**src/logic/eeprom_pkg.sv**
```systemverilog
// Purpose: constants, types and state layout of the eeprom access controller
// Assumes: 125 MHz system clock, APB word-indexed register map
// Notes: register index times four is the APB byte address
package eeprom_pkg;

	localparam int          CLK_PERIOD_NS = 8;
	localparam int          QUARTER_NS    = 2500;
	localparam int          QUARTER_CYC_I = (QUARTER_NS + CLK_PERIOD_NS - 1) / CLK_PERIOD_NS;
	localparam logic [8:0]  QUARTER_LAST  = 9'(QUARTER_CYC_I - 1);

	localparam logic [5:0]  IDX_LOC_LOW   = 6'h09;
	localparam logic [5:0]  IDX_LOC_HIGH  = 6'h0A;
	localparam logic [5:0]  IDX_BUFFER    = 6'h0B;
	localparam logic [5:0]  IDX_CTRL      = 6'h0C;
	localparam logic [5:0]  IDX_TEST      = 6'h0D;
	localparam logic [5:0]  IDX_GAIN      = 6'h0E;
	localparam logic [5:0]  IDX_BIAS      = 6'h0F;
	localparam logic [5:0]  IDX_SYSCLK_RUNNING_FLAG    = 6'h1F;

	localparam int          CTRL_ERR_BIT   = 5;
	localparam int          CTRL_BUSY_BIT  = 4;
	localparam int          CTRL_ABORT_BIT = 3;
	localparam int          CTRL_START_BIT = 2;

	localparam logic [7:0]  GAIN_MASK      = 8'h0F;
	localparam logic [7:0]  BIAS_MASK      = 8'h3F;
	localparam logic [3:0]  EE_DEVICE_CODE = 4'hA;
	localparam logic [10:0] EE_LOC_GAIN    = 11'h000;
	localparam logic [10:0] EE_LOC_BIAS    = 11'h001;

	localparam logic [2:0]  STEP_FIRST     = 3'd0;
	localparam logic [2:0]  STEP_DEV_WR    = 3'd1;
	localparam logic [2:0]  STEP_WORD      = 3'd2;
	localparam logic [2:0]  STEP_DATA0     = 3'd3;
	localparam logic [2:0]  STEP_DATA1     = 3'd4;
	localparam logic [2:0]  STEP_RX0       = 3'd5;
	localparam logic [2:0]  STEP_RX1       = 3'd6;
	localparam logic [3:0]  ACK_BIT        = 4'd8;

	typedef enum logic [1:0] {
		OP_READ_BYTE  = 2'b00,
		OP_WRITE_BYTE = 2'b01,
		OP_LOAD_CFG   = 2'b10,
		OP_STORE_CFG  = 2'b11
	} op_t;

	typedef enum logic [2:0] {
		FSM_IDLE  = 3'b000,
		FSM_START = 3'b001,
		FSM_TX    = 3'b011,
		FSM_RX    = 3'b010,
		FSM_STOP  = 3'b110
	} fsm_t;

	typedef struct packed {
		logic       clock_line;
		logic       data_out;
		logic       data_oe;
	} eeprom_link_t;

	typedef struct packed {
		logic [1:0] pre_gain;
		logic [1:0] adc_gain;
		logic       bias_switch_first;
		logic       bias_switch_second;
		logic [3:0] pre_bias;
	} analog_cfg_t;

	typedef struct packed {
		fsm_t       fsm;
		logic [1:0] ph;
		logic [8:0] qcnt;
		logic [3:0] bitn;
		logic [2:0] step;
		logic [7:0] sh;
		op_t        op;
		logic       busy;
		logic       fail;
		logic       err;
		logic [1:0] sync;
		logic [7:0] location_low;
		logic [7:0] location_high;
		logic [7:0] buffer;
		logic [7:0] test;
		logic [7:0] gain;
		logic [7:0] bias;
		logic       sysclk_running_flag;
		logic [7:0] prdata;
		logic       scl;
		logic       sda_oe;
	} ctrl_state_t;

	localparam ctrl_state_t STATE_RESET = '{
		fsm:     FSM_IDLE,
		op:      OP_READ_BYTE,
		sync:    2'h3,
		sysclk_running_flag:  1'b1,
		scl:     1'b1,
		default: '0
	};

endpackage

```
**src/logic/eeprom_master_access_ctrl.sv**
```systemverilog
// Purpose: two-wire master that moves bytes between registers and a serial eeprom
// Assumes: APB slave with zero wait states, open-drain data line with pull-up
// Notes: clock line is pushed, no clock stretching from the memory is honoured
`timescale 1ns/1ps
module eeprom_master_access_ctrl (
	input  wire logic                   clk,
	input  wire logic                   resetn,
	input  wire logic                   psel,
	input  wire logic                   penable,
	input  wire logic                   pwrite,
	input  wire logic [7:0]             paddr,
	input  wire logic [31:0]            pwdata,
	output logic      [31:0]            prdata,
	output logic                        pready,
	output logic                        pslverr,
	input  wire logic                   eeprom_data_line_in,
	output eeprom_pkg::eeprom_link_t    eeprom_link,
	output eeprom_pkg::analog_cfg_t     analog_cfg
);
	import eeprom_pkg::*;

	ctrl_state_t s;
	ctrl_state_t n;

	logic [5:0]  idx;
	logic        mapped;
	logic        acc_w;
	logic        ctrl_w;
	logic        abort;
	logic        start;
	logic        err_clr;
	logic        err_set;
	logic        qdone;
	logic        sda_s;
	logic        last_rx;
	logic        drive;
	logic [10:0] loc;
	logic [7:0]  rbyte;

	always_comb begin
		n       = s;
		idx     = paddr[7:2];
		mapped  = (paddr[1:0] == 2'h0) && (idx == IDX_LOC_LOW || idx == IDX_LOC_HIGH
			|| idx == IDX_BUFFER || idx == IDX_CTRL || idx == IDX_TEST || idx == IDX_GAIN
			|| idx == IDX_BIAS || idx == IDX_SYSCLK_RUNNING_FLAG);
		acc_w   = psel & penable & pwrite & mapped;
		ctrl_w  = acc_w & (idx == IDX_CTRL);
		abort   = ctrl_w & pwdata[CTRL_ABORT_BIT];
		// a start during an access or with the system clock stopped is dropped
		start   = ctrl_w & pwdata[CTRL_START_BIT] & ~abort & ~s.busy & s.sysclk_running_flag;
		err_clr = ctrl_w & pwdata[CTRL_ERR_BIT];
		err_set = 1'b0;
		sda_s   = s.sync[1];
		loc     = s.op[1] ? EE_LOC_GAIN : {s.location_low[2:0], s.location_high};
		last_rx = (s.step == STEP_RX1) || !s.op[1];
		qdone   = (s.qcnt == QUARTER_LAST);
		drive   = 1'b1;

		// read data is captured in the setup cycle so it comes from a flop
		unique case (idx)
			IDX_LOC_LOW:  rbyte = s.location_low;
			IDX_LOC_HIGH: rbyte = s.location_high;
			IDX_BUFFER:   rbyte = s.buffer;
			IDX_CTRL:     rbyte = {2'h0, s.err, s.busy, 4'h0};
			IDX_TEST:     rbyte = s.test;
			IDX_GAIN:     rbyte = s.gain;
			IDX_BIAS:     rbyte = s.bias;
			IDX_SYSCLK_RUNNING_FLAG:   rbyte = {7'h0, s.sysclk_running_flag};
			default:      rbyte = 8'h00;
		endcase
		if (psel && !penable) begin
			n.prdata = mapped ? rbyte : 8'h00;
		end

		n.sync = {s.sync[0], eeprom_data_line_in};

		if (acc_w) begin
			unique case (idx)
				IDX_LOC_LOW:  n.location_low  = pwdata[7:0];
				IDX_LOC_HIGH: n.location_high = pwdata[7:0];
				IDX_BUFFER:   n.buffer        = pwdata[7:0];
				IDX_TEST:     n.test          = pwdata[7:0];
				IDX_GAIN:     n.gain          = pwdata[7:0] & GAIN_MASK;
				IDX_BIAS:     n.bias          = pwdata[7:0] & BIAS_MASK;
				IDX_SYSCLK_RUNNING_FLAG:   n.sysclk_running_flag        = pwdata[0];
				default:      n.test          = s.test;
			endcase
		end

		if (s.fsm != FSM_IDLE) begin
			n.qcnt = qdone ? 9'h000 : s.qcnt + 9'h001;
		end

		unique case (s.fsm)
			FSM_IDLE: begin
				n.qcnt = 9'h000;
			end
			FSM_START: begin
				if (qdone) begin
					n.ph = s.ph + 2'h1;
					if (s.ph == 2'h3) begin
						n.fsm  = FSM_TX;
						n.bitn = 4'h0;
						if (s.step == STEP_FIRST) begin
							n.step = STEP_DEV_WR;
							n.sh   = {EE_DEVICE_CODE, loc[10:8], 1'b0};
						end else begin
							n.step = STEP_DATA1;
							n.sh   = {EE_DEVICE_CODE, loc[10:8], 1'b1};
						end
					end
				end
			end
			FSM_TX, FSM_RX: begin
				if (qdone) begin
					n.ph = s.ph + 2'h1;
					if (s.ph == 2'h1) begin
						if (s.fsm == FSM_TX && s.bitn != ACK_BIT) begin
							if (sda_s != s.sh[7]) begin
								err_set = 1'b1;
							end
						end else if (s.fsm == FSM_TX) begin
							if (sda_s) begin
								err_set = 1'b1;
							end
						end else if (s.bitn != ACK_BIT) begin
							n.sh = {s.sh[6:0], sda_s};
						end else if (sda_s != last_rx) begin
							err_set = 1'b1;
						end
						n.fail = s.fail | err_set;
					end
					if (s.ph == 2'h3) begin
						n.bitn = s.bitn + 4'h1;
						if (s.fsm == FSM_TX) begin
							n.sh = {s.sh[6:0], 1'b0};
						end
						if (s.fail) begin
							// an error ends the transfer with a stop condition
							n.fsm = FSM_STOP;
							n.ph  = 2'h0;
						end else if (s.bitn == ACK_BIT) begin
							n.bitn = 4'h0;
							n.ph   = 2'h0;
							unique case (s.step)
								STEP_DEV_WR: begin
									n.step = STEP_WORD;
									n.sh   = loc[7:0];
								end
								STEP_WORD: begin
									if (!s.op[0]) begin
										n.fsm  = FSM_START;
										n.step = STEP_DATA0;
									end else begin
										n.step = STEP_DATA0;
										n.sh   = s.op[1] ? s.gain : s.buffer;
									end
								end
								STEP_DATA0: begin
									n.step = STEP_DATA1;
									n.sh   = s.bias;
									if (!s.op[1]) begin
										n.fsm = FSM_STOP;
									end
								end
								STEP_DATA1: begin
									if (s.op[0]) begin
										n.fsm = FSM_STOP;
									end else begin
										n.fsm  = FSM_RX;
										n.step = STEP_RX0;
										n.sh   = 8'h00;
									end
								end
								STEP_RX0: begin
									if (s.op[1]) begin
										n.gain = s.sh & GAIN_MASK;
										n.step = STEP_RX1;
									end else begin
										n.buffer = s.sh;
										n.fsm    = FSM_STOP;
									end
								end
								default: begin
									n.bias = s.sh & BIAS_MASK;
									n.fsm  = FSM_STOP;
								end
							endcase
						end
					end
				end
			end
			FSM_STOP: begin
				if (qdone) begin
					n.ph = s.ph + 2'h1;
					if (s.ph == 2'h3) begin
						n.fsm  = FSM_IDLE;
						n.busy = 1'b0;
						n.fail = 1'b0;
						n.step = STEP_FIRST;
					end
				end
			end
			default: begin
				n.fsm  = FSM_IDLE;
				n.busy = 1'b0;
			end
		endcase

		if (start) begin
			n.fsm  = FSM_START;
			n.op   = op_t'(pwdata[1:0]);
			n.busy = 1'b1;
			n.ph   = 2'h0;
			n.qcnt = 9'h000;
			n.step = STEP_FIRST;
			n.fail = 1'b0;
		end
		// abort drops the link mid-byte; a memory write in flight may be torn
		if (abort) begin
			n.fsm  = FSM_IDLE;
			n.busy = 1'b0;
			n.fail = 1'b0;
			n.ph   = 2'h0;
			n.step = STEP_FIRST;
		end

		// the set wins over a clear in the same cycle
		n.err = (s.err & ~err_clr) | err_set;

		// line levels follow the next phase so they change with the phase flop
		unique case (n.fsm)
			FSM_START: begin
				n.scl = (n.ph == 2'h1) || (n.ph == 2'h2);
				drive = (n.ph == 2'h0) || (n.ph == 2'h1);
			end
			FSM_STOP: begin
				n.scl = (n.ph != 2'h0);
				drive = (n.ph == 2'h2) || (n.ph == 2'h3);
			end
			FSM_TX: begin
				n.scl = (n.ph == 2'h1) || (n.ph == 2'h2);
				drive = (n.bitn == ACK_BIT) ? 1'b1 : n.sh[7];
			end
			FSM_RX: begin
				n.scl = (n.ph == 2'h1) || (n.ph == 2'h2);
				drive = (n.bitn == ACK_BIT) ? ((n.step == STEP_RX1) || !n.op[1]) : 1'b1;
			end
			default: begin
				n.scl = 1'b1;
				drive = 1'b1;
			end
		endcase
		n.sda_oe = ~drive;
	end

	always_ff @(posedge clk or negedge resetn) begin
		if (!resetn) begin
			s <= STATE_RESET;
		end else begin
			s <= n;
		end
	end

	assign prdata      = {24'h000000, s.prdata};
	assign pready      = 1'b1;
	assign pslverr     = psel & penable & ~mapped;
	assign eeprom_link = '{clock_line: s.scl, data_out: 1'b0, data_oe: s.sda_oe};
	// gain codes map straight onto 1, 2, 4, 8 V/V in the analog block
	assign analog_cfg  = '{pre_gain: s.gain[3:2], adc_gain: s.gain[1:0],
		bias_switch_first: s.bias[5], bias_switch_second: s.bias[4],
		pre_bias: s.bias[3:0]};
endmodule // eeprom_master_access_ctrl

```
**config.mk**
```make
export PLATFORM = sky130hd
export DESIGN_NAME = eeprom_master_access_ctrl
export DESIGN_NICKNAME = d
export VERILOG_FILES = /design/src/logic/eeprom_pkg.sv /design/src/logic/eeprom_master_access_ctrl.sv
export SDC_FILE = /design/constraint.sdc
export NUM_CORES = 1
export LEC_CHECK = 0
export BUFFER_PORTS_ARGS = -buffer_cell sky130_fd_sc_hd__buf_2
export CORE_MARGIN = 2
export CORE_UTILIZATION = 43
export DETAILED_ROUTE_END_ITERATION = 8
export GPL_TIMING_DRIVEN = 0
export SLEW_MARGIN = 0
export SYNTH_ARGS = -nofsm -noshare
export SYNTH_HDL_FRONTEND = slang
export SYNTH_SLANG_ARGS = --single-unit
```
**constraint.sdc**
```tcl
create_clock -name clk -period 3.7 [get_ports clk]
set_input_delay 0 -clock clk [delete_from_list [all_inputs] [get_ports clk]]
set_output_delay 0 -clock clk [all_outputs]
set_load 0.02 [all_outputs]
```
* Word-level counts from Yosys, hierarchy flattened *
Cells that the tools add are included.

word-level totals
  output and inout port bits = 47
  logic and storage cells = 220
  bits of input ports = 46
  flip-flop bits (word level) = 95

cells by class
  mux-type cells = 94
  bitwise logic cells = 19
  $add $sub $neg = 3
  reduce and logical (&&, ||, !) cells = 39
  equal/unequal tests = 42

operator list
  kind                                                                   number
  8-bit two-way mux                                                      24
  15-bit two-way mux                                                     6
  16-bit two-way mux                                                     5
  8-bit one-hot mux with 8 select lines                                  1
  6-bit by 4-bit equality test with 1-bit output, second input constant  7
  5-bit two-way mux                                                      7
  11-bit two-way mux                                                     3
  33-bit two-way mux                                                     1
  8-bit one-hot mux with 4 select lines                                  1
  3-bit two-way mux                                                      10
  9-bit two-way mux                                                      3
  3-bit one-hot mux with 4 select lines                                  2
  4-bit != test, second input constant                                   5
  3-bit by 2-bit equality test with 1-bit output, second input constant  6
  3-bit equality test, second input constant                             6
  1-bit two-way mux                                                      17
  8-bit one-hot mux with 2 select lines                                  1
  3-bit one-hot mux with 5 select lines                                  1
  14-bit two-way mux                                                     1
  1-bit bitwise AND                                                      12
  1-bit logical OR                                                       12
  9-bit by 1-bit adder with 9-bit output, second input constant          1
  3-bit by 1-bit equality test with 1-bit output, second input constant  3
  9-bit equality test, second input constant                             1
  other kinds (33)                                                       61

* Logic depth before layout (Yosys ltp) *
Gate-level depths: netlist (run 1).

  depth after elaboration = 23
  depth in mapped cells = 12
  gate-level depth less buffers = 11

* Worst setup path after synthesis (run 1) *
Ideal clock, no wire load.

  kind = register to register
  start = register s[77] in the netlist's numbering
  end = register s, in the netlist eeprom_link[0]
  path slack = 1508 ps
  stages on the path, launching flop included = 11
  setup time = 126 ps
  clock period less this slack = 2192 ps
  arrival time = 2066 ps
  required time = 3574 ps
  path buffers = 1
  cell sequence = dfrtp_1 -> inv_1 -> ha_1 -> nor4bb_1 -> clkbuf_1 -> nand3b_1 -> nand2_1 -> o211ai_1 -> a21oi_1 -> o22ai_1 -> a221o_1

RTL lines
  element                 RTL line                          RTL
  start, declared         eeprom_master_access_ctrl.sv:22   ctrl_state_t s;
  start signal, assigned  eeprom_master_access_ctrl.sv:261  s <= n;

==> qor.yml, run 1 <==
outcome:
  status: "finished, final reports clean"
synth:
  synth_xor_area_share_pct: 1.15
  synth-seq-cells: 95
  yosys.area_share.simple_pct: 16.2
  synth_cells: 640
  synth_top_family_by_area: "compound AO/OA/AOI/OAI gates"
  synth_edf_count: 0
  synth_area_leaders: "dfrtp_1 37%, mux2_2 9.6%, buf_4 5.7%, mux2i_1 3.9%, o21ai_0 3.4%"
  synthArstFlopShare_pct: 100
  synth_area_leader_cell: "dfrtp_1"
  synth_common_cells: "91 x dfrtp_1, 52 x mux2_2, 47 x nand2_1"
  ys_warn_count: 0
  syn_avg_cell_area_um2: 9.51
  yosysTopAreaCellShare_pct: 37.4
  synth_fa_ha_area_share_pct: 1.44
  synth-compound-area-share_pct: 18.4
  ys_types: 71
  mappedNetlistArea_um2: 6080
  yosysMostFrequentCell: "dfrtp_1"
  synthMuxAreaShare_pct: 14.3
  ys_dominant_reg_cell: "dfrtp_1"
  ys_seq_area_share_pct: 39.2
die:
  dieHeight_um: 123
  ios: 93
  start_util_pct: 44.0
  rows: 43
  die_area_um2: 15100
  core_um2: 13800
  dieWidth_um: 123
critical_path:
  regToRegSetupSlack_ps: 770
  cp.required_ps: 3900
  critical_path_class: "reg2reg"
  startpoint: "s[77]"
  cp_max_fo: 10
  r2r-start: "s[77]"
  worstSetupStartpointType: "flop"
  cp-end-kind: "flop"
  arrival_ps: 3140
global_route:
  grt_usage_pct: 24.8
  grt_pass1_wl_um: 28200
  grt_start_max_net_pins: 73
  grt_pass1_vias: 5004
  antenna_found_initial: 0
  overflow: 0
drt:
  drc_errors: 0
  dr_total_vias: 5262
  drt-vias-per-instance: 5.81
  ant_nets: 0
  firstDrtPassIters: 4
  drtIter0Drc: 481
  wirelength_um: 18100
  wl_per_cell_um: 20.0
sta:
  fin_ws_ps: 768
  tns_ps: 0
  finalCriticalPeriod_ps: 2930
  timing.final.max_slew_violations: 0
  rsz0062_at_grt: "false"
  timing.fmax_ghz: 0.341
  finClkSkew_ps: 9.28
  period_share_pct: 79.2
  setup_viol: 0
  worstMarginPinSlew_ps: 1100
  finalHoldViolations: 0
  slew_headroom_pct: 26.0
layout:
  fin_nets: 774
  utilization_pct: 50.6
  syn2layout_area_growth_pct: 15.0
  drive_gt1_share_pct: 25.6
  diodes: 0
  layout.cells.non_filler: 906
place:
  place_congestion: 0.926
  hpwl_um: 13400
  post-place-ws_ps: 790
  io_buffers: 39
  dp_cells: 884
clock_tree:
  path_clk_slew_ps: 70
  cts_buffers: 9
  cts_sinks: 95
  post_cts_resized: 0
  cts_tree: "done"
  clockBufferDepth: 2
  htree_levels: 3
  root_buffer: "clkbuf_16"
  clock_latency_ps: 350
pwr:
  p_leak_nw: 3.08
  power_per_cell_area_nw_per_um2: 344
  vdd_drop_max_uv: 226
hold_path:
  min-delay-start: "pwdata[1]"
  hp-class: "in2reg"
flow_run:
  maxCapViolations: 0
what timing repair did:
| item | in CTS | in global routing |
|---|---|---|
| setup buffers | 0 | 0 |
| endpoints found under the setup margin | 0 | 0 |
| endpoints found under the hold margin | 108 | 0 |
| hold buffers | 6 | 0 |
metrics by stage:
step                power (W)  instance area [µm²]  hold slack, ps
floorplan             0.00131                 6170            -296
global placement      0.00142                 6590             107
detailed placement    0.00143                 6620           -69.8
CTS                   0.00243                 7000            34.4
global route          0.00251                 7000            45.9
finish                0.00241                 7000            53.3
layout make-up:
type	instances	area, µm²
plain buffers	81	498
clock buffers	10	239
clock inverters	6	75.1
fillers	1318	6830
inverters	17	63.8
multi-input cells	471	3230
flip-flops and latches	95	2380
well taps	180	225
repair buffers	46	285
power breakdown:
part | internal (W) | leakage, nW | switching (W)
sequential | 0.00106 | 1.20 | 0.0000151
combinational | 0.000118 | 1.73 | 0.000227
clock | 0.000554 | 0.152 | 0.000436
total | 0.00173 | 3.08 | 0.000678
routing by layer:
layer | up-vias | track usage [%] | share of wire (%)
met5 | - | 0 | 0
met4 | 0 | 8.05 | 2.5
met3 | 35 | 5.40 | 4.9
met2 | 171 | 41.1 | 49
met1 | 2614 | 32.2 | 43
li1 | 2442 | - | -
flip-flops by register name (all words and copies together), names as in the netlist:
signal       count
analog_cfg      10
s               74
n                1
prdata           8
eeprom_link      2
cells by family after synthesis:
logic type / after synthesis
DFF: 95
AOI/OAI and AO/OA: 168
adders and majority gates: 7
buffers and inverters: 98
muxes: 78
xor gates and xnor gates: 8
other: 2
and+or+nand+nor: 184
cells in the final DEF (no fill, tap or decap), types with 7 or more instances in the layout:
cell and instances:
a22oi_1 23, ha_1 7, nor2_1 45, buf_2 48, o21ai_0 41, a21oi_1 37
clkbuf_1 19, nand2b_1 7, nand3_1 15, and3_1 10, nand2_1 47, a22o_1 9
inv_1 16, clkbuf_16 9, dfrtp_1 91, mux2_2 52, conb_1 26, o22ai_1 11
nor2b_1 7, nor3_1 9, mux2i_1 24, buf_4 47
worst max-delay path, stage by stage (launching register included):
cell      delay (ps)
dfrtp_1          420
inv_1            130
ha_1             220
nor4bb_1         300
clkbuf_1         370
nand2_1          120
nor3_1           520
clkbuf_1         520
o21ai_0          190
final timing paths:
check,depth (start not counted),end
setup / recovery,8,analog_cfg[5]
hold / removal,2,s[44]
setup reg to reg,8,analog_cfg[5]
hold reg to reg,0,s[60]
max in group asynchronous,3,eeprom_link[2]
min in group asynchronous,2,s[30]
Note: power is estimated with default switching activity, not from simulation.
==> run 2, diff against run 1 <==
--- a/config.mk
+++ b/config.mk
@@ -5,6 +5,7 @@
 export SDC_FILE = /design/constraint.sdc
 export NUM_CORES = 1
 export LEC_CHECK = 0
+export ABC_AREA = 1
 export BUFFER_PORTS_ARGS = -buffer_cell sky130_fd_sc_hd__buf_2
 export CORE_MARGIN = 2
 export CORE_UTILIZATION = 43
==> constraint.sdc (replaced) <==
create_clock -name clk -period 2.9 [get_ports clk]
set_input_delay 0 -clock clk [delete_from_list [all_inputs] [get_ports clk]]
set_output_delay 0 -clock clk [all_outputs]
set_load 0.02 [all_outputs]
==> run 2 against run 1 <==
Net effect: clock power rose by 25%; combinational power fell by 44%; flip-flop and latch count did not move; die area rose by 1.2%; synthesized cell count rose by 29%; critical path depth rose by 4; area after synthesis rose by 1.3%.
==> qor.yml, run 2 <==
drt:
  firstDrtPassIters: 5
  wl_per_cell_um: 16.3
  drt-vias-per-instance: 5.23
  drc_errors: 0
  dr_total_vias: 5754
  wirelength_um: 18000
  drtIter0Drc: 569
  ant_nets: 0
synth:
  ys_seq_area_share_pct: 38.7
  syn_avg_cell_area_um2: 7.44
  synth_cells: 828
  synth_common_cells: "198 x nand2_1, 93 x inv_1, 91 x dfrtp_1"
  synth_edf_count: 0
  yosysTopAreaCellShare_pct: 37.0
  yosysMostFrequentCell: "nand2_1"
  ys_dominant_reg_cell: "dfrtp_1"
  synth-seq-cells: 95
  synth_area_leaders: "dfrtp_1 37%, nand2_1 12%, o21ai_0 5.9%, buf_4 5.9%, inv_1 5.7%"
  synth_area_leader_cell: "dfrtp_1"
  ys_types: 49
  ys_warn_count: 0
  mappedNetlistArea_um2: 6160
  synthArstFlopShare_pct: 100
global_route:
  antenna_found_initial: 0
  overflow: 0
  grt_pass1_wl_um: 28900
  grt_pass1_vias: 5307
  top_usage_layer: "met2"
  grt_use_met3_pct: 5.17
  grt_usage_pct: 25.0
  use_met1_pct: 34.5
  grt_start_max_net_pins: 59
  gr-usage-met2_pct: 37.9
critical_path:
  cp_max_fo: 10
  arrival_ps: 2700
  path_cells: "inv_1, ha_1, nand2_1, nor2_1, nand2_1, nor2_4, inv_1, nor2_2, nand3_1, buf_2, o211ai_1, o21ai_0"
  critical_path_class: "reg2reg"
  critPathBufInv: 3
  path_delay_family: "simple AND/OR/NAND/NOR gates"
  cp.required_ps: 3130
  cpPeakStageDelay_ps: 410
  cp-end-kind: "flop"
  worstSetupStartpointType: "flop"
  cp_slowest_cell: "dfrtp_1"
flow_run:
  maxCapViolations: 0
clock_tree:
  cts_tree: "done"
  path_clk_slew_ps: 70
  htree_levels: 3
  post_cts_resized: 0
  clockBufferDepth: 2
  postCtsHoldBufs: 9
  clock_latency_ps: 360
  post-cts-setup-buffers: 0
  root_buffer: "clkbuf_16"
  cts_sinks: 95
  cts_buffers: 9
place:
  hpwl_um: 13600
  dp_cells: 1075
  placed_area_um2: 6720
  io_buffers: 42
  place_congestion: 0.874
sta:
  worstMarginPinSlew_ps: 696
  setup_viol: 0
  slew_headroom_pct: 53.4
  period_share_pct: 85.2
  finalCriticalPeriod_ps: 2470
  rsz0062_at_grt: "false"
  finClkSkew_ps: 11.7
  finalHoldViolations: 0
  tns_ps: 0
  timing.final.max_slew_violations: 0
  timing.fmax_ghz: 0.405
layout:
  fin_area_um2: 7110
  top_register: "s"
  layout.cells.non_filler: 1100
  largest_reg_flops: 74
  drive_gt1_share_pct: 18.4
  fin_nets: 968
  fill_cells: 1393
  syn2layout_area_growth_pct: 15.4
  diodes: 0
  final_cell_mix: "198 x nand2_1, 93 x inv_1, 91 x dfrtp_1"
  layout_commonest_cell: "nand2_1"
die:
  dieWidth_um: 124
  ios: 93
  die_area_um2: 15300
  rows: 43
  start_util_pct: 44.2
  dieHeight_um: 124
  core_um2: 13900
pwr:
  vdd_drop_max_uv: 344
  p_leak_nw: 3.52
  power_per_cell_area_nw_per_um2: 389
hold_path:
  hp-class: "in2reg"
outcome:
  status: "finished, final reports clean"
## run 2: cell types whose count changed in the layout (fill, tap and decap cells not counted), moves of 18 or more
cell	change
a22oi_1	-18
inv_1	+77
mux2_2	-46
mux2i_1	-23
nand2_1	+151
nand3_1	+25
nor2_1	+20
o21ai_0	+32
## run 2: worst reg2reg max path, delay by kind of cell, from the launching register on
family                   cells  cell delay (ps)
buffers and inverters        3              430
AND/OR/NAND/NOR              6             1140
adder cells (fa/ha/maj)      1              160
AO/OA/AOI/OAI                2              200
flip-flops                   1              410
## run 2: cells by family after synthesis
kind of cell	synth area share, %
buffers and inverters	13.3
flip-flops	38.7
AND/OR/NAND/NOR	27.5
multiplexers	1.26
XOR/XNOR	1.14
adder cells (fa/ha/maj)	1.42
AO/OA/AOI/OAI	16.6
other	0.122
## run 2: where the power goes
| group | leakage (nW) | switching (W) | internal (W) |
|---|---|---|---|
| Sequential | 1.12 | 0.00000337 | 0.00133 |
| Clock | 0.139 | 0.000558 | 0.000678 |
| Combinational | 2.26 | 0.000129 | 0.0000659 |
| Total | 3.52 | 0.000690 | 0.00207 |
## run 2: final timing paths
check                      cells after the start  startpoint             end  slack (ps)
setup / recovery                              12       s[77]   analog_cfg[3]         430
hold / removal                                 3   pwdata[2]           s[53]          20
setup reg to reg                              12       s[77]   analog_cfg[3]         430
hold reg to reg                                0       n[60]           s[60]         360
max in group asynchronous                      3      resetn  eeprom_link[2]        2020
min in group asynchronous                      2      resetn           s[31]         160
## run 2: area by class of cell
type	count	area (µm²)	area share (%)
plain buffers	63	425	5.98
well taps	180	225	3.17
flip-flops and latches	95	2380	33.5
repair buffers	52	330	4.65
clock inverters	7	78.8	1.11
inverters	105	394	5.54
clock buffers	9	225	3.17
multi-input cells	589	3050	42.9
## run 2: per-layer routing
layer | routed length, µm | up-vias
met5 | 0 | -
met4 | 586 | 0
met3 | 1270 | 43
met2 | 7910 | 225
met1 | 8200 | 2631
li1 | - | 2855
## run 2: per-stage QoR
stage / total power [W] / worst slack [ps] / hold WS [ps] / util [%]
floorplan: 0.00146 / 954 / -296 / -
global placement: 0.00154 / 490 / 108 / 48.0
detailed placement: 0.00154 / 497 / 7.71 / 48.2
CTS: 0.00279 / 475 / 11.3 / 51.0
global route: 0.00286 / 130 / 26.4 / 51.0
finish: 0.00276 / 430 / 24.6 / 51.0
